<file path="src/csd_pkg.sv">
// Constants shared by the constellation symbol decoder
package csd_pkg;

  // Clock period of aclk in ns (10 MHz)
  localparam int CLK_NS = 100;

  // Marker pulse width, least time
  localparam int ZMARK_NS  = 2000;
  localparam int ZMARK_CYC = (ZMARK_NS + CLK_NS - 1) / CLK_NS;

  // Indicator on-time after a region step
  localparam int HUNT_LED_MS  = 100;
  localparam int HUNT_LED_CYC = HUNT_LED_MS * 1000000 / CLK_NS;

  // Half period of the slow blink (one blink per second)
  localparam int BLINK_HALF_MS  = 500;
  localparam int BLINK_HALF_CYC = BLINK_HALF_MS * 1000000 / CLK_NS;

  // Bit clock declared lost after this long without an edge
  localparam int LOST_US  = 1000;
  localparam int LOST_CYC = LOST_US * 1000 / CLK_NS;

  // Power-up cycles before the mode is latched
  localparam logic [1:0] BOOT_LAST = 2'h3;

  // Register byte offsets
  localparam int         ADDR_W      = 4;
  localparam logic [3:0] OFS_CTRL    = 4'h0;
  localparam logic [3:0] OFS_STATUS  = 4'h4;
  localparam logic [3:0] OFS_SAMPLE  = 4'h8;
  localparam logic [3:0] OFS_PERIOD  = 4'hC;

  // Control register fields and reset value
  localparam int         CTRL_KNOB   = 0;
  localparam int         CTRL_HUNT   = 8;
  localparam logic [7:0] KNOB_RST    = 8'h80;

  // Status register field positions
  localparam int ST_BPSK   = 0;
  localparam int ST_LED    = 1;
  localparam int ST_INVAL  = 2;
  localparam int ST_HUNT   = 3;
  localparam int ST_REGION = 4;
  localparam int ST_PHASE  = 8;
  localparam int ST_PTS    = 9;
  localparam int ST_BAND   = 11;
  localparam int ST_LEN    = 12;

  // Sample register field positions
  localparam int SM_I     = 0;
  localparam int SM_Q     = 8;
  localparam int SM_GROUP = 16;

  // Bus responses
  localparam logic [1:0] RESP_OKAY   = 2'h0;
  localparam logic [1:0] RESP_SLVERR = 2'h2;

  // Decision thresholds, offset binary with zero at mid scale
  localparam logic [7:0] LVL_LO  = 8'h40;
  localparam logic [7:0] LVL_MID = 8'h80;
  localparam logic [7:0] LVL_HI  = 8'hC0;

  // Tangents of 11.25, 22.5 and 33.75 degrees, scaled by 256
  localparam logic [7:0] TAN_1 = 8'h33;
  localparam logic [7:0] TAN_2 = 8'h6A;
  localparam logic [7:0] TAN_3 = 8'hAB;

  // Point count switch codes
  localparam logic [1:0] PTS_4 = 2'h0;
  localparam logic [1:0] PTS_8 = 2'h1;

  // Register select
  typedef enum logic [2:0] {
    CSD_SEL_CTRL,
    CSD_SEL_STATUS,
    CSD_SEL_SAMPLE,
    CSD_SEL_PERIOD,
    CSD_SEL_NONE
  } csd_sel_t;

endpackage

</file>
<file path="src/csd_decoder.sv">
// Constellation symbol decoder: sampling, decision, serial out, hunt
`timescale 1ns/100ps
`default_nettype none

// Functional notes
// Step button held at power-up selects BPSK
// Otherwise standard six-format mode is selected
// BPSK only in special mode, rest standard
// Special mode blinks indicator about once per second
// Standard mode reads phase/amplitude and point switches
// Each symbol becomes L bits, sent serially
// Serial output changes on bit clock edges
// Source supplies bit clock at bit rate
// User sets band jumper around 4 kHz
// Both inputs sampled together and decided
// Decision boundaries fixed per constellation
// Knob moves instant within one bit-wide region
// Each step moves to next adjacent region
// Step input rising edge equals button press
// Indicator lit during step, requests then ignored
// Indicator also lit when output invalid; in BPSK mode the code shows only the blink
// Marker pulse at every sampling instant
// Held samples output until next instant
// L is 2, 3 or 4 bits; the code uses L of 1 in BPSK mode
// Neighbouring points carry Gray coded groups
// Marker pulse about 2 us wide
// BPSK ignores q, switches, step; midpoint threshold
// Step past last region wraps to first
// Per-format threshold tables held as constants
module csd_decoder #(
  parameter int HUNT_CYC  = csd_pkg::HUNT_LED_CYC,
  parameter int BLINK_CYC = csd_pkg::BLINK_HALF_CYC,
  parameter int LOST_CYC  = csd_pkg::LOST_CYC
) (
  // Clock and reset
  input  wire logic        aclk,
  input  wire logic        aresetn,
  // Quantised symbol levels, offset binary
  input  wire logic [7:0]  sym_i,
  input  wire logic [7:0]  sym_q,
  // Link and front panel pins
  input  wire logic        bit_clk,
  input  wire logic        hunt_btn,
  input  wire logic        hunt_in,
  input  wire logic        sw_phase,
  input  wire logic [1:0]  sw_points,
  input  wire logic        band_high,
  // Decoder outputs
  output var  logic        ser_data,
  output var  logic        status_led,
  output var  logic        zmark,
  output var  logic [7:0]  held_i,
  output var  logic [7:0]  held_q,
  // AXI4-Lite write address
  input  wire logic [3:0]  s_axi_awaddr,
  input  wire logic        s_axi_awvalid,
  output var  logic        s_axi_awready,
  // AXI4-Lite write data
  input  wire logic [31:0] s_axi_wdata,
  input  wire logic [3:0]  s_axi_wstrb,
  input  wire logic        s_axi_wvalid,
  output var  logic        s_axi_wready,
  // AXI4-Lite write response
  output var  logic [1:0]  s_axi_bresp,
  output var  logic        s_axi_bvalid,
  input  wire logic        s_axi_bready,
  // AXI4-Lite read address
  input  wire logic [3:0]  s_axi_araddr,
  input  wire logic        s_axi_arvalid,
  output var  logic        s_axi_arready,
  // AXI4-Lite read data
  output var  logic [31:0] s_axi_rdata,
  output var  logic [1:0]  s_axi_rresp,
  output var  logic        s_axi_rvalid,
  input  wire logic        s_axi_rready
);

  // Whole module state
  typedef struct packed {
    logic        mode_done;   // Power-up mode latched
    logic        bpsk;        // Special mode
    logic [1:0]  boot_cnt;    // Power-up settle count
    logic        clk_d;       // Last bit clock level
    logic        btn_d;       // Last button level
    logic        hin_d;       // Last step input level
    logic        seen;        // One edge since loss
    logic        locked;      // Bit clock present
    logic [15:0] per_cnt;     // Cycles since bit edge
    logic [15:0] bit_period;  // Measured bit period
    logic [1:0]  bit_idx;     // Bit within symbol
    logic [1:0]  region;      // Sampling region
    logic        sampled;     // Sample taken this bit
    logic [3:0]  group;       // Group being decided
    logic [3:0]  out_group;   // Group being sent
    logic        ser_data;    // Serial output
    logic [7:0]  held_i;      // Held in-phase sample
    logic [7:0]  held_q;      // Held quadrature sample
    logic [4:0]  zcnt;        // Marker cycles left
    logic        zmark;       // Marker output
    logic [23:0] hunt_cnt;    // Step indicator time
    logic        hunt_req;    // Software step request
    logic [23:0] blink_cnt;   // Blink half period
    logic        blink;       // Blink phase
    logic        led;         // Indicator output
    logic [7:0]  knob;        // Decision point within region
    logic        aw_rdy;      // Write address ready
    logic        w_rdy;       // Write data ready
    logic        ar_rdy;      // Read address ready
    logic [3:0]  awaddr;      // Captured write address
    logic [31:0] wdata;       // Captured write data
    logic [3:0]  wstrb;       // Captured byte enables
    logic        bvalid;      // Write response valid
    logic [1:0]  bresp;       // Write response code
    logic        rvalid;      // Read data valid
    logic [1:0]  rresp;       // Read response code
    logic [31:0] rdata;       // Read data
  } csd_state_t;

  // Reset state: bus ready, knob mid-region
  localparam csd_state_t RST = '{
    aw_rdy  : 1'b1,
    w_rdy   : 1'b1,
    ar_rdy  : 1'b1,
    knob    : csd_pkg::KNOB_RST,
    default : '0
  };

  csd_state_t s;
  csd_state_t next_s;

  // Synchronised pins
  logic [22:0] sy;
  logic [7:0]  sy_i;
  logic [7:0]  sy_q;
  logic        sy_clk;
  logic        sy_btn;
  logic        sy_hin;
  logic        sy_phase;
  logic [1:0]  sy_pts;
  logic        sy_band;

  // Combinational helpers
  logic [2:0]  len;
  logic [1:0]  last_idx;
  logic [1:0]  nidx;
  logic [3:0]  og;
  logic [1:0]  pos;
  logic [23:0] prod;
  logic [15:0] target;
  logic        hunt_ev;
  logic [31:0] rd;

  // Group length from mode and point switch
  function automatic logic [2:0] grp_len(input logic bp, input logic [1:0] pts);
    if (bp)
      return 3'h1;
    else if (pts == csd_pkg::PTS_4)
      return 3'h2;
    else if (pts == csd_pkg::PTS_8)
      return 3'h3;
    else
      return 3'h4;
  endfunction

  // Four-level slice, Gray coded
  function automatic logic [1:0] lvl4(input logic [7:0] v);
    logic [1:0] l;
    l = {1'b0, v >= csd_pkg::LVL_LO} + {1'b0, v >= csd_pkg::LVL_MID} + {1'b0, v >= csd_pkg::LVL_HI};
    return l ^ {1'b0, l[1]};
  endfunction

  // Magnitude about mid scale
  function automatic logic [7:0] mag(input logic [7:0] v);
    return (v >= csd_pkg::LVL_MID) ? v - csd_pkg::LVL_MID : csd_pkg::LVL_MID - v;
  endfunction

  // Angle in 11.25 degree steps, 0..31
  function automatic logic [4:0] angle(input logic [7:0] vi, input logic [7:0] vq);
    logic [7:0] ai;
    logic [7:0] aq;
    logic [7:0] mn;
    logic [7:0] mx;
    logic [1:0] sub;
    logic [2:0] k;
    ai = mag(vi);
    aq = mag(vq);
    mn = (aq <= ai) ? aq : ai;
    mx = (aq <= ai) ? ai : aq;
    sub = {1'b0, {mn, 8'h00} > 16'(mx) * 16'(csd_pkg::TAN_1)}
        + {1'b0, {mn, 8'h00} > 16'(mx) * 16'(csd_pkg::TAN_2)}
        + {1'b0, {mn, 8'h00} > 16'(mx) * 16'(csd_pkg::TAN_3)};
    k = (aq <= ai) ? {1'b0, sub} : 3'h7 - {1'b0, sub};
    if (vi >= csd_pkg::LVL_MID && vq >= csd_pkg::LVL_MID)
      return {2'h0, k};
    else if (vq >= csd_pkg::LVL_MID)
      return 5'h0F - {2'h0, k};
    else if (vi < csd_pkg::LVL_MID)
      return 5'h10 + {2'h0, k};
    else
      return 5'h1F - {2'h0, k};
  endfunction

  // Symbol decision, group right-aligned
  function automatic logic [3:0] decide(input logic bp, input logic ph, input logic [1:0] pts,
                                        input logic [7:0] vi, input logic [7:0] vq);
    logic [4:0] a;
    logic [3:0] p;
    a = angle(vi, vq);
    if (bp)
      return {3'h0, vi >= csd_pkg::LVL_MID};
    else if (ph)
    begin
      // Phase arrays: round angle to nearest point
      if (pts == csd_pkg::PTS_4)
      begin
        a = a + 5'h04;
        p = {2'h0, a[4:3]};
      end
      else if (pts == csd_pkg::PTS_8)
      begin
        a = a + 5'h02;
        p = {1'b0, a[4:2]};
      end
      else
      begin
        a = a + 5'h01;
        p = a[4:1];
      end
      return p ^ {1'b0, p[3:1]};
    end
    else if (pts == csd_pkg::PTS_4)
      return {2'h0, vi >= csd_pkg::LVL_MID, vq >= csd_pkg::LVL_MID};
    else if (pts == csd_pkg::PTS_8)
      return {1'b0, lvl4(vi), vq >= csd_pkg::LVL_MID};
    else
      return {lvl4(vi), lvl4(vq)};
  endfunction

  // Register select by byte address
  function automatic csd_pkg::csd_sel_t reg_sel(input logic [3:0] addr);
    case (addr)
      csd_pkg::OFS_CTRL:   return csd_pkg::CSD_SEL_CTRL;
      csd_pkg::OFS_STATUS: return csd_pkg::CSD_SEL_STATUS;
      csd_pkg::OFS_SAMPLE: return csd_pkg::CSD_SEL_SAMPLE;
      csd_pkg::OFS_PERIOD: return csd_pkg::CSD_SEL_PERIOD;
      default:             return csd_pkg::CSD_SEL_NONE;
    endcase
  endfunction

  // Symbol level, link and panel pins pass two flops first
  csd_sync #(
    .W (23)
  ) u_sync (
    .aclk    (aclk),
    .aresetn (aresetn),
    .din     ({band_high, sw_points, sw_phase, hunt_in, hunt_btn, bit_clk, sym_q, sym_i}),
    .dout    (sy)
  );

  assign sy_i     = sy[7:0];
  assign sy_q     = sy[15:8];
  assign sy_clk   = sy[16];
  assign sy_btn   = sy[17];
  assign sy_hin   = sy[18];
  assign sy_phase = sy[19];
  assign sy_pts   = sy[21:20];
  assign sy_band  = sy[22];

  // Next-state logic
  always_comb
  begin
    next_s = s;
    // group length
    len      = grp_len(s.bpsk, sy_pts);
    last_idx = 2'(len - 3'h1);
    nidx     = (s.bit_idx >= last_idx) ? 2'h0 : s.bit_idx + 2'h1;
    og       = (nidx == 2'h0) ? s.group : s.out_group;
    pos      = 2'(len - 3'h1 - {1'b0, nidx});
    // knob scales instant within one bit period
    prod     = {8'h00, s.bit_period} * {16'h0000, s.knob};
    target   = prod[23:8];
    next_s.clk_d = sy_clk;
    next_s.btn_d = sy_btn;
    next_s.hin_d = sy_hin;

    // latch mode once pins have settled
    if (!s.mode_done)
    begin
      next_s.boot_cnt = s.boot_cnt + 2'h1;
      if (s.boot_cnt == csd_pkg::BOOT_LAST)
      begin
        // released button gives standard mode
        next_s.bpsk      = sy_btn;
        next_s.mode_done = 1'b1;
      end
    end

    // Free-running period counter, saturating
    if (s.per_cnt != 16'hFFFF)
      next_s.per_cnt = s.per_cnt + 16'h1;
    // bit clock lost makes output invalid
    if (32'(s.per_cnt) >= LOST_CYC)
    begin
      next_s.locked = 1'b0;
      next_s.seen   = 1'b0;
    end

    // Marker countdown
    if (s.zcnt != 5'h00)
    begin
      next_s.zcnt  = s.zcnt - 5'h01;
      next_s.zmark = (s.zcnt != 5'h01);
    end

    if (sy_clk && !s.clk_d)
    begin
      // Bit clock rising edge: new bit
      next_s.per_cnt    = 16'h0000;
      next_s.bit_period = s.per_cnt + 16'h1;
      next_s.seen       = 1'b1;
      next_s.locked     = s.seen;
      next_s.sampled    = 1'b0;
      next_s.bit_idx    = nidx;
      // new group enters at symbol start
      next_s.out_group  = og;
      // output bit moves with the bit clock, MSB first
      next_s.ser_data   = og[pos];
    end
    else if (s.locked && !s.sampled && s.bit_idx == s.region && s.per_cnt >= target)
    begin
      // sample both inputs together, i alone in BPSK
      next_s.sampled = 1'b1;
      // held values stand until next instant
      next_s.held_i  = sy_i;
      next_s.held_q  = s.bpsk ? s.held_q : sy_q;
      // fixed per-format boundaries
      // thresholds come from package constants
      // Gray coded groups
      // BPSK uses i only, midpoint
      // format switches steer the decision
      next_s.group   = decide(s.bpsk, sy_phase, sy_pts, sy_i, sy_q);
      // marker at each instant
      // marker width
      next_s.zcnt    = 5'(csd_pkg::ZMARK_CYC);
      next_s.zmark   = 1'b1;
    end

    // Region out of range after a format change
    if (s.region > last_idx)
      next_s.region = 2'h0;

    // input edge same as button edge
    // requests ignored while step indicator time runs
    // stepping only in standard mode
    hunt_ev = s.mode_done && !s.bpsk && s.hunt_cnt == 24'h000000
              && ((sy_btn && !s.btn_d) || (sy_hin && !s.hin_d) || s.hunt_req);
    next_s.hunt_req = 1'b0;
    if (s.hunt_cnt != 24'h000000)
      next_s.hunt_cnt = s.hunt_cnt - 24'h000001;
    if (hunt_ev)
    begin
      // step to next region
      // wrap after the last
      next_s.region   = (s.region >= last_idx) ? 2'h0 : s.region + 2'h1;
      next_s.hunt_cnt = 24'(HUNT_CYC);
    end

    // slow blink in special mode
    if (s.bpsk)
    begin
      if (32'(s.blink_cnt) >= BLINK_CYC - 1)
      begin
        next_s.blink_cnt = 24'h000000;
        next_s.blink     = ~s.blink;
      end
      else
        next_s.blink_cnt = s.blink_cnt + 24'h000001;
    end

    // indicator outside BPSK: step busy or invalid output
    next_s.led = s.bpsk ? s.blink : (s.hunt_cnt != 24'h000000 || !s.locked);

    // Read data mux, from current state
    rd = 32'h00000000;
    case (reg_sel(s_axi_araddr))
      csd_pkg::CSD_SEL_CTRL:
        rd[csd_pkg::CTRL_KNOB +: 8] = s.knob;
      csd_pkg::CSD_SEL_STATUS:
      begin
        rd[csd_pkg::ST_BPSK]        = s.bpsk;
        rd[csd_pkg::ST_LED]         = s.led;
        rd[csd_pkg::ST_INVAL]       = ~s.locked;
        rd[csd_pkg::ST_HUNT]        = (s.hunt_cnt != 24'h000000);
        rd[csd_pkg::ST_REGION +: 2] = s.region;
        rd[csd_pkg::ST_PHASE]       = sy_phase;
        rd[csd_pkg::ST_PTS +: 2]    = sy_pts;
        rd[csd_pkg::ST_BAND]        = sy_band;
        rd[csd_pkg::ST_LEN +: 3]    = len;
      end
      csd_pkg::CSD_SEL_SAMPLE:
      begin
        rd[csd_pkg::SM_I +: 8]     = s.held_i;
        rd[csd_pkg::SM_Q +: 8]     = s.held_q;
        rd[csd_pkg::SM_GROUP +: 4] = s.group;
      end
      csd_pkg::CSD_SEL_PERIOD:
        rd[15:0] = s.bit_period;
      default:
        rd = 32'h00000000;
    endcase

    // Address and data taken in either order
    if (s.aw_rdy && s_axi_awvalid)
    begin
      next_s.aw_rdy = 1'b0;
      next_s.awaddr = s_axi_awaddr;
    end
    if (s.w_rdy && s_axi_wvalid)
    begin
      next_s.w_rdy = 1'b0;
      next_s.wdata = s_axi_wdata;
      next_s.wstrb = s_axi_wstrb;
    end
    // Both held: perform write, answer
    if (!s.aw_rdy && !s.w_rdy && !s.bvalid)
    begin
      next_s.bvalid = 1'b1;
      next_s.bresp  = csd_pkg::RESP_OKAY;
      case (reg_sel(s.awaddr))
        csd_pkg::CSD_SEL_CTRL:
        begin
          if (s.wstrb[0])
            next_s.knob = s.wdata[csd_pkg::CTRL_KNOB +: 8];
          if (s.wstrb[1] && s.wdata[csd_pkg::CTRL_HUNT])
            next_s.hunt_req = 1'b1;
        end
        csd_pkg::CSD_SEL_NONE:
          next_s.bresp = csd_pkg::RESP_SLVERR;
        default:
          next_s.bresp = csd_pkg::RESP_OKAY;
      endcase
    end
    if (s.bvalid && s_axi_bready)
    begin
      next_s.bvalid = 1'b0;
      next_s.aw_rdy = 1'b1;
      next_s.w_rdy  = 1'b1;
    end

    // Read: one outstanding at a time
    if (s.ar_rdy && s_axi_arvalid)
    begin
      next_s.ar_rdy = 1'b0;
      next_s.rvalid = 1'b1;
      next_s.rdata  = rd;
      next_s.rresp  = (reg_sel(s_axi_araddr) == csd_pkg::CSD_SEL_NONE) ?
                      csd_pkg::RESP_SLVERR : csd_pkg::RESP_OKAY;
    end
    if (s.rvalid && s_axi_rready)
    begin
      next_s.rvalid = 1'b0;
      next_s.ar_rdy = 1'b1;
    end
  end

  // State register
  always_ff @(posedge aclk)
  begin
    if (!aresetn)
      s <= RST;
    else
      s <= next_s;
  end

  // Outputs straight from state
  assign ser_data      = s.ser_data;
  assign status_led    = s.led;
  assign zmark         = s.zmark;
  assign held_i        = s.held_i;
  assign held_q        = s.held_q;
  assign s_axi_awready = s.aw_rdy;
  assign s_axi_wready  = s.w_rdy;
  assign s_axi_bresp   = s.bresp;
  assign s_axi_bvalid  = s.bvalid;
  assign s_axi_arready = s.ar_rdy;
  assign s_axi_rdata   = s.rdata;
  assign s_axi_rresp   = s.rresp;
  assign s_axi_rvalid  = s.rvalid;

endmodule // csd_decoder

`default_nettype wire

</file>
<file path="src/csd_sync.sv">
// Two-stage synchroniser for pins entering the aclk domain
`timescale 1ns/100ps
`default_nettype none

module csd_sync #(
  parameter int W = 1
) (
  // Clock and reset
  input  wire logic         aclk,
  input  wire logic         aresetn,
  // Asynchronous in, synchronised out
  input  wire logic [W-1:0] din,
  output var  logic [W-1:0] dout
);

  // Both stages in one state word
  typedef struct packed {
    logic [W-1:0] s1;   // First stage, read only by s2
    logic [W-1:0] s2;   // Second stage
  } csd_sync_t;

  csd_sync_t s;
  csd_sync_t next_s;

  // Shift one stage per clock
  always_comb
  begin
    next_s.s1 = din;
    next_s.s2 = s.s1;
  end

  // Register the stages
  always_ff @(posedge aclk)
  begin
    if (!aresetn)
      s <= '0;
    else
      s <= next_s;
  end

  assign dout = s.s2;

endmodule // csd_sync

`default_nettype wire
</file>
<file path="config.mk">
export PLATFORM = sky130hd
export DESIGN_NAME = csd_decoder
export DESIGN_NICKNAME = d
export VERILOG_FILES = /design/src/csd_pkg.sv /design/src/csd_decoder.sv /design/src/csd_sync.sv
export SDC_FILE = /design/constraint.sdc
export NUM_CORES = 1
export LEC_CHECK = 0
export BUFFER_PORTS_ARGS = -buffer_cell sky130_fd_sc_hd__buf_4
export CORE_ASPECT_RATIO = 0.7
export CORE_MARGIN = 5
export CORE_UTILIZATION = 45
export DETAILED_ROUTE_END_ITERATION = 10
export SYNTH_ARGS = -nofsm -noshare
export SYNTH_HDL_FRONTEND = slang
export SYNTH_HIERARCHICAL = 1
export SYNTH_SLANG_ARGS = --single-unit
</file>
<file path="constraint.sdc">
create_clock -name aclk -period 8.5 [get_ports aclk]
set_input_delay 0 -clock aclk [delete_from_list [all_inputs] [get_ports aclk]]
set_output_delay 0 -clock aclk [all_outputs]
set_load 0.02 [all_outputs]
</file>
After elaboration in Yosys (flattened, before gate mapping)
Index checks and enable logic that the tools add are counted.
{ "classes": {"n_div": 0, "n_reduce_logical": 52, "bitwise": 9, "n_mul": 4, "n_addsub": 26, "n_eq_ne": 16, "n_mux": 54, "n_shift": 0, "magnitude_cmp": 18} }
{ "op_table": {"columns": ["op", "count"], "rows": [
  ["two-way mux 4 bit", 13],
  ["two-way mux 20 bit", 2],
  ["two-way mux 36 bit", 1],
  ["greater-or-equal comparator 8 bit (second input constant)", 4],
  ["two-way mux 8 bit", 4],
  ["multiplier 8 x 6 -> 14 bit (second input constant)", 2],
  ["two-way mux 5 bit", 5],
  ["adder 24 x 1 -> 24 bit (second input constant)", 1],
  ["greater-or-equal comparator 24 x 23 -> 1 bit (second input constant)", 1],
  ["logical NOT 24 bit", 1],
  ["multiplier 16 x 8 -> 24 bit", 1],
  ["two-way mux 24 bit", 1],
  ["one-hot mux 3 bit (4 select lines)", 2],
  ["one-hot mux 6 bit (4 select lines)", 1],
  ["nonzero test 24 bit", 1],
  ["subtractor 24 x 1 -> 24 bit (second input constant)", 1],
  ["one-hot mux 7 bit (3 select lines)", 1],
  ["logical AND 1 bit", 18],
  ["two-way mux 3 bit", 6],
  ["two-way mux 6 bit", 3],
  ["adder 16 x 1 -> 16 bit (second input constant)", 1],
  ["== test 4 bit (second input constant)", 4],
  ["greater-or-equal comparator 16 x 14 -> 1 bit (second input constant)", 1],
  ["greater-or-equal comparator 16 bit", 1],
  ["53 further kinds", 103]
]} }
{ "totals": {"n_memories": 0, "reg_bits": 226, "output_inout_bits": 60, "mem_bits_ro": 0, "ramBits": 0, "wordCells": 219, "latch_bits": 0, "in_bits": 74} }

Longest topological paths before layout
{ "logic_depth": {"ltp_word": 26, "ltp_mapped": 45, "mapped_depth_nobuf": 43} }

By module
Netlist, hierarchy kept.
{ "by_module_without_submodules": {"columns": ["mod", "seq_area_each_um2", "area_each_um2", "n_inst", "cells_per_inst"], "rows": [
  ["csd_decoder", 3563.4, 16274.4, 1, 1932],
  ["csd_sync", 920.9, 1286.2, 1, 96]
]} }

Least setup slack after synthesis
Ideal clock, no wire load.
{ "synth_timing": {"kind": "register -> register", "startpoint": "register u_sync.s, in the netlist u_sync/dout[0]", "endpoint": "register s[168] in the netlist's numbering", "path_buffers": 2, "arrival_time_ps": 9320, "slack_ps": -899, "path_stages_with_launch": 42, "required_time_ps": 8421, "setup_ps": 79, "period_less_slack_ps": 9399, "path_cell_list": "dfxtp_1 inv_1 ha_1 a31oi_1 o21ai_0 xor2_1 ha_1 nand3_1 or2_2 nor4b_1 nand3b_4 buf_2 buf_1 nor2_1 a21oi_1 ha_1 inv_1 fa_1 [6 not listed] o21ai_0 nand2b_1 a21o_1 a21oi_1 xor2_1 ha_1 a21o_1 a2111oi_0 a21oi_1 or2_2 a31oi_1 fa_1 xor2_1 ha_1 xnor3_1 a21oi_1 or4b_1 o211ai_1"} }
{ "synth_via": {"elab_chain_len": 26, "word_cells_on_any_way": 46, "classes_between": "13 x add/sub; 3 x mul; 8 x order compare; 19 x mux; 2 x bitwise; 1 x reduce/logical"} }
{ "synth_lines": {"columns": ["element", "line", "source"], "rows": [
  ["from (decl)", "csd_sync.sv:22", "csd_sync_t s;"],
  ["from (signal assigned)", "csd_sync.sv:38", "s <= next_s;"],
  ["subtractor 8 bit or greater-or-equal comparator 8 bit (tied branches)", "csd_decoder.sv:174, csd_decoder.sv:168, csd_decoder.sv:193", null],
  ["two-way mux 8 bit", "csd_decoder.sv:174", "return (v >= csd_pkg::LVL_MID) ? v - csd_pkg::LVL_MID : csd_pkg::LVL_MID - v;"],
  ["<= comparator 8 bit", "csd_decoder.sv:187, csd_decoder.sv:188, csd_decoder.sv:192", null],
  ["two-way mux 8 bit", "csd_decoder.sv:188", "mx = (aq <= ai) ? ai : aq;"],
  ["multiplier 8 x 6 -> 14 bit, on equally long branches", "csd_decoder.sv:189, csd_decoder.sv:190", null],
  ["> comparator 16 x 14 -> 1 bit or > comparator 16 x 15 -> 1 bit (tied branches)", "csd_decoder.sv:189, csd_decoder.sv:190", null],
  ["adder 1 x 1 -> 2 bit", "csd_decoder.sv:190", "+ {1'b0, {mn, 8'h00} > 16'(mx) * 16'(csd_pkg::TAN_2)}"],
  ["adder 2 x 1 -> 2 bit", "csd_decoder.sv:191", "+ {1'b0, {mn, 8'h00} > 16'(mx) * 16'(csd_pkg::TAN_3)};"],
  ["[10 not listed]", null, null],
  ["two-way mux 4 bit", "csd_decoder.sv:214", "if (pts == csd_pkg::PTS_4)"],
  ["two-way mux 4 bit", "csd_decoder.sv:211", "else if (ph)"],
  ["two-way mux 4 bit", "csd_decoder.sv:209", "if (bp)"],
  ["two-way mux 4 bit", "csd_decoder.sv:329", "else if (s.locked && !s.sampled && s.bit_idx == s.region && s.per_cnt >= target)"],
  ["two-way mux 4 bit", "csd_decoder.sv:315", "if (sy_clk && !s.clk_d)"],
  ["bitwise XOR 4 x 3 -> 4 bit", "csd_decoder.sv:229", "return p ^ {1'b0, p[3:1]};"],
  ["two-way mux 4 bit (*)", "csd_decoder.sv:211", null],
  ["two-way mux 4 bit (*)", "csd_decoder.sv:209", null],
  ["to (signal assigned)", "csd_decoder.sv:472", "s <= next_s;"],
  ["to (decl)", "csd_decoder.sv:128", "csd_state_t s;"]
]} }
Mark *: on every way between the ends. The rest lies on a longest branch, timed or not. The select of a mux whose other input is x is not followed.
A chain may end at the register's enable or synchronous reset.

Worst setup path after layout
{ "layout_timing": {"startpoint": "register u_sync.s, in the netlist u_sync/dout[2]", "endpoint": "register s[168] in the netlist's numbering"} }
The elaborated chain is that of the path after synthesis.

==> impl_metrics.prom <==
# TYPE chip_impl_metric gauge
chip_impl_metric{name="antennaDiodeCount",unit=""} 0
chip_impl_metric{name="synth_area",unit="sq mm"} 0.0176
chip_impl_metric{name="fillCellCount",unit=""} 3361
chip_impl_metric{name="netlist_instances",unit=""} 2028
chip_impl_info{name="final_common_cell",value="buf_4"} 1
chip_impl_metric{name="timing.critical_path.required",unit="ps"} 8940
chip_impl_metric{name="floorplan.die.width",unit="um"} 246
chip_impl_metric{name="synth.avg_cell_area",unit="sq um"} 8.66
chip_impl_metric{name="async_flop_share",unit=""} 0
chip_impl_metric{name="timing_hold_violations_final",unit=""} 0
chip_impl_metric{name="routed_wl",unit="um"} 49600
chip_impl_info{name="worstSetupEndpointType",value="register"} 1
chip_impl_metric{name="multi_input_area",unit="sq mm"} 0.0123
chip_impl_metric{name="drive_above_1_share",unit=""} 0.219
chip_impl_metric{name="placeableCoreArea",unit="sq mm"} 0.0385
chip_impl_metric{name="route.detailed.drc",unit=""} 0
chip_impl_metric{name="num_io_pins",unit=""} 134
chip_impl_info{name="worstSetupStartpointType",value="register"} 1
chip_impl_metric{name="die_h",unit="um"} 175
chip_impl_info{name="launch_point_of_the_critical_path",value="u_sync/dout[2]"} 1
chip_impl_metric{name="critical_path_peak_fanout",unit=""} 4
chip_impl_metric{name="initial_core_util",unit=""} 0.456
chip_impl_metric{name="dpl-instance-area",unit="sq mm"} 0.0197
chip_impl_metric{name="finalWeightedCongestion",unit=""} 0.958
chip_impl_metric{name="num-nets-final",unit=""} 2654
chip_impl_metric{name="finalPower",unit="mW"} 7.75
chip_impl_metric{name="finalSetupViolCount",unit=""} 4
chip_impl_metric{name="maxClockFrequency",unit="MHz"} 114
chip_impl_metric{name="worst_slew_margin_rel",unit=""} 0.146
chip_impl_metric{name="final_min_period_over_clock_period",unit=""} 1.03
chip_impl_info{name="ys.flop_type",value="dfxtp_1"} 1
chip_impl_info{name="hold_start",value="s_axi_araddr[1]"} 1
chip_impl_metric{name="layoutNonFillerInstCount",unit=""} 2825
chip_impl_info{name="tritoncts",value="done"} 1
chip_impl_metric{name="rows",unit=""} 60
chip_impl_metric{name="num_vias",unit=""} 14797
chip_impl_metric{name="worstPathArrival",unit="ps"} 9230
chip_impl_metric{name="combined_flip_flop_and_latch_cell_area",unit="sq mm"} 0.00450
chip_impl_metric{name="overall_global_routing_resource_usage",unit=""} 0.225
chip_impl_metric{name="io_buffer_count",unit=""} 94
chip_impl_metric{name="share_of_the_yosys_chip_area_belonging_to_registers",unit=""} 0.255
chip_impl_metric{name="first_global_vias",unit=""} 14795
chip_impl_metric{name="critical_path.max_stage_delay",unit="ps"} 540
chip_impl_metric{name="synth.ff_latch_count",unit=""} 224
chip_impl_info{name="run_status",value="finished, violations left"} 1
chip_impl_metric{name="firstDrtPassIters",unit=""} 5
chip_impl_metric{name="total_leakage_power",unit="nW"} 10.2
chip_impl_metric{name="placement.setup.worst_slack",unit="ps"} -689
chip_impl_metric{name="hpwl",unit="um"} 38100
chip_impl_metric{name="timing.final.ws_setup",unit="ps"} -287
chip_impl_metric{name="worst_pin_slew",unit="ps"} 1270
chip_impl_metric{name="netlist-cell-type-count",unit=""} 72
chip_impl_metric{name="design.die.area",unit="sq mm"} 0.0431
chip_impl_info{name="worst_hold_path_type",value="in -> reg"} 1
chip_impl_info{name="grt_setup_unrepaired",value="true"} 1
chip_impl_metric{name="irDropWorstVdd",unit="uV"} 269
chip_impl_metric{name="grt_first_pass_wirelength",unit="um"} 79100
chip_impl_metric{name="clock_transition_at_the_registers_of_the_reported_paths",unit="ps"} 70
chip_impl_metric{name="number_of_synthesized_flops_with_an_enable_pin",unit=""} 0
chip_impl_info{name="timing.critical_path.slowest_stage_cell",value="or4_4"} 1
chip_impl_metric{name="post-route-min-period",unit="ps"} 8790
chip_impl_metric{name="cts-htree-levels",unit=""} 1
chip_impl_metric{name="drt_iter0_drc",unit=""} 1001
chip_impl_metric{name="route.detailed.wl_per_inst",unit="um"} 17.6
chip_impl_metric{name="final-max-slew-violation-count",unit=""} 0
chip_impl_metric{name="grt_antenna_before_repair",unit=""} 0
chip_impl_metric{name="placed_cells_incl_taps",unit=""} 2700
chip_impl_metric{name="max-clock-path-buffers",unit=""} 3
chip_impl_metric{name="grt_overflow_total",unit=""} 0
chip_impl_info{name="cts.root.buffer_cell",value="clkbuf_16"} 1
chip_impl_metric{name="max-cap-violations",unit=""} 0
chip_impl_metric{name="synth.yosys.warnings",unit=""} 6
chip_impl_info{name="worstSetupPathType",value="reg -> reg"} 1
chip_impl_metric{name="drt-vias-per-instance",unit=""} 5.24
chip_impl_metric{name="clock_sinks",unit=""} 224
chip_impl_metric{name="clock_insertion_delay_at_the_later_pin_of_the_skew_report",unit="ps"} 550
chip_impl_metric{name="fin_area",unit="sq mm"} 0.0219
chip_impl_info{name="layout.cells.most_common_list",value="buf_4 (286), dfxtp_1 (220), inv_1 (216)"} 1
chip_impl_metric{name="area.growth.synth_to_final",unit="%"} 24.8
chip_impl_info{name="beginning_of_the_worst_register_to_register_path",value="u_sync/dout[2]"} 1
chip_impl_metric{name="cts_buffers",unit=""} 24
chip_impl_metric{name="drtAntennaViolNets",unit=""} 0
chip_impl_info{name="violations",value="negative setup slack"} 1
chip_impl_metric{name="grt_start_max_net_pins",unit=""} 83
chip_impl_metric{name="timing.clock.skew",unit="ps"} 31.4
chip_impl_metric{name="power_density",unit="mW/mm^2"} 354
chip_impl_metric{name="setup.reg_to_reg.worst_slack",unit="ps"} -290
==> synth_stat cells, types with 4 or more instances <==
library cell | number | share of area
a21o_1 | 21 | 0.0090
clkbuf_2 | 4 | 0.0011
a31oi_1 | 11 | 0.0039
nor2b_1 | 13 | 0.0046
o211ai_1 | 4 | 0.0017
mux2i_1 | 52 | 0.030
or4_1 | 5 | 0.0021
o21a_1 | 10 | 0.0043
and2_2 | 46 | 0.020
a221oi_1 | 6 | 0.0030
nand4_1 | 15 | 0.0053
nand3_1 | 38 | 0.011
buf_4 | 52 | 0.022
xnor2_1 | 62 | 0.031
nor2_1 | 182 | 0.039
nand4b_1 | 8 | 0.0040
o21bai_1 | 6 | 0.0026
a21oi_1 | 126 | 0.036
or2_2 | 4 | 0.0014
clkbuf_1 | 64 | 0.014
and2_1 | 67 | 0.024
nor3_1 | 33 | 0.0094
fa_1 | 114 | 0.13
buf_1 | 6 | 0.0013
a2111oi_0 | 6 | 0.0030
nand2b_1 | 15 | 0.0053
buf_2 | 4 | 0.0011
a211oi_1 | 26 | 0.011
nor4_1 | 15 | 0.0053
dfxtp_1 | 224 | 0.26
a32oi_1 | 6 | 0.0030
a22oi_1 | 6 | 0.0026
o21ai_0 | 57 | 0.016
or3_1 | 10 | 0.0036
a211o_1 | 4 | 0.0020
xor2_1 | 55 | 0.027
and3_1 | 8 | 0.0029
ha_1 | 186 | 0.13
nand2_1 | 175 | 0.037
mux2_2 | 6 | 0.0038
inv_1 | 224 | 0.048
==> final timing paths <==
kind / depth (start not counted) / to
worst min register to register: 1 / u_sync/dout[11]
worst max-delay path: 39 / s[168]
worst min-delay path: 6 / s_axi_rdata[5]
worst max register to register: 39 / s[168]
==> registers in the layout, indices dropped and copies added, names as in the netlist <==
name,cells
s,132
s_axi_arready,1
s_axi_rresp,1
u_sync/dout,23
zmark,1
held_q,8
s_axi_bresp,1
status_led,1
u_sync/next_s,23
s_axi_rvalid,1
ser_data,1
held_i,8
s_axi_awready,1
s_axi_bvalid,1
s_axi_wready,1
s_axi_rdata,20
==> layout make-up <==
class / count / share of cell area
tap: 527 / 0.0301
sequential: 224 / 0.205
multi-input combinational: 1464 / 0.562
clock buffer: 34 / 0.0328
clock inverter: 10 / 0.00714
inverter: 224 / 0.0384
timing repair buffer: 342 / 0.124
==> logic make-up (layout without fill, tap and decap cells) <==
logic type,after synthesis,after routing,share of synthesized area
buf+inv,354,610,0.0874
simple gates,647,648,0.182
xor+xnor,118,118,0.0596
mux,60,60,0.0361
flops,224,224,0.255
fa+ha+maj,300,300,0.262
other cells,1,14,0.000214
compound gates,324,324,0.117
==> repair_timing <==
| action | in CTS | in global routing |
|---|---|---|
| hold buffers | 48 | 0 |
| gates cloned | 1 | 0 |
| setup endpoints to repair | 4 | 4 |
| hold endpoints to repair | 47 | 0 |
| buffers inserted | 18 | 14 |
| pin swaps | 46 | 45 |
| resized for setup | 66 | 42 |
==> power by group <==
group | internal, mW | leakage, nW | switching (mW)
registers | 1.13 | 1.83 | 0.0874
logic | 2.67 | 7.95 | 2.73
clock network | 0.685 | 0.430 | 0.448
total | 4.48 | 10.2 | 3.27
==> stage by stage <==
step	utilization	TNS, ps	hold WS [ps]
global placement	0.513	-1750	204
CTS	0.561	-814	37.5
finish	0.569	-1040	72.7
global route	0.569	-2630	107
detailed placement	0.513	-2490	209
floorplan	-	0	100
==> worst max-delay path: cells and delay by family, from the launching register on <==
family          cells  cell delay, ps
buf+inv             5             530
compound gates     16            2630
xor+xnor            3             580
fa+ha+maj           8            2630
flops               1             360
mux                 1             320
simple gates        6            1640
==> metal layers <==
layer / track usage / share of wire / vias up
met5: 0 / 0 / -
met4: 0.0472 / 0.023 / 0
met3: 0.0388 / 0.064 / 63
met2: 0.334 / 0.42 / 416
met1: 0.345 / 0.49 / 7116
li1: - / - / 7202
Note: power is estimated with default switching activity, not from simulation.
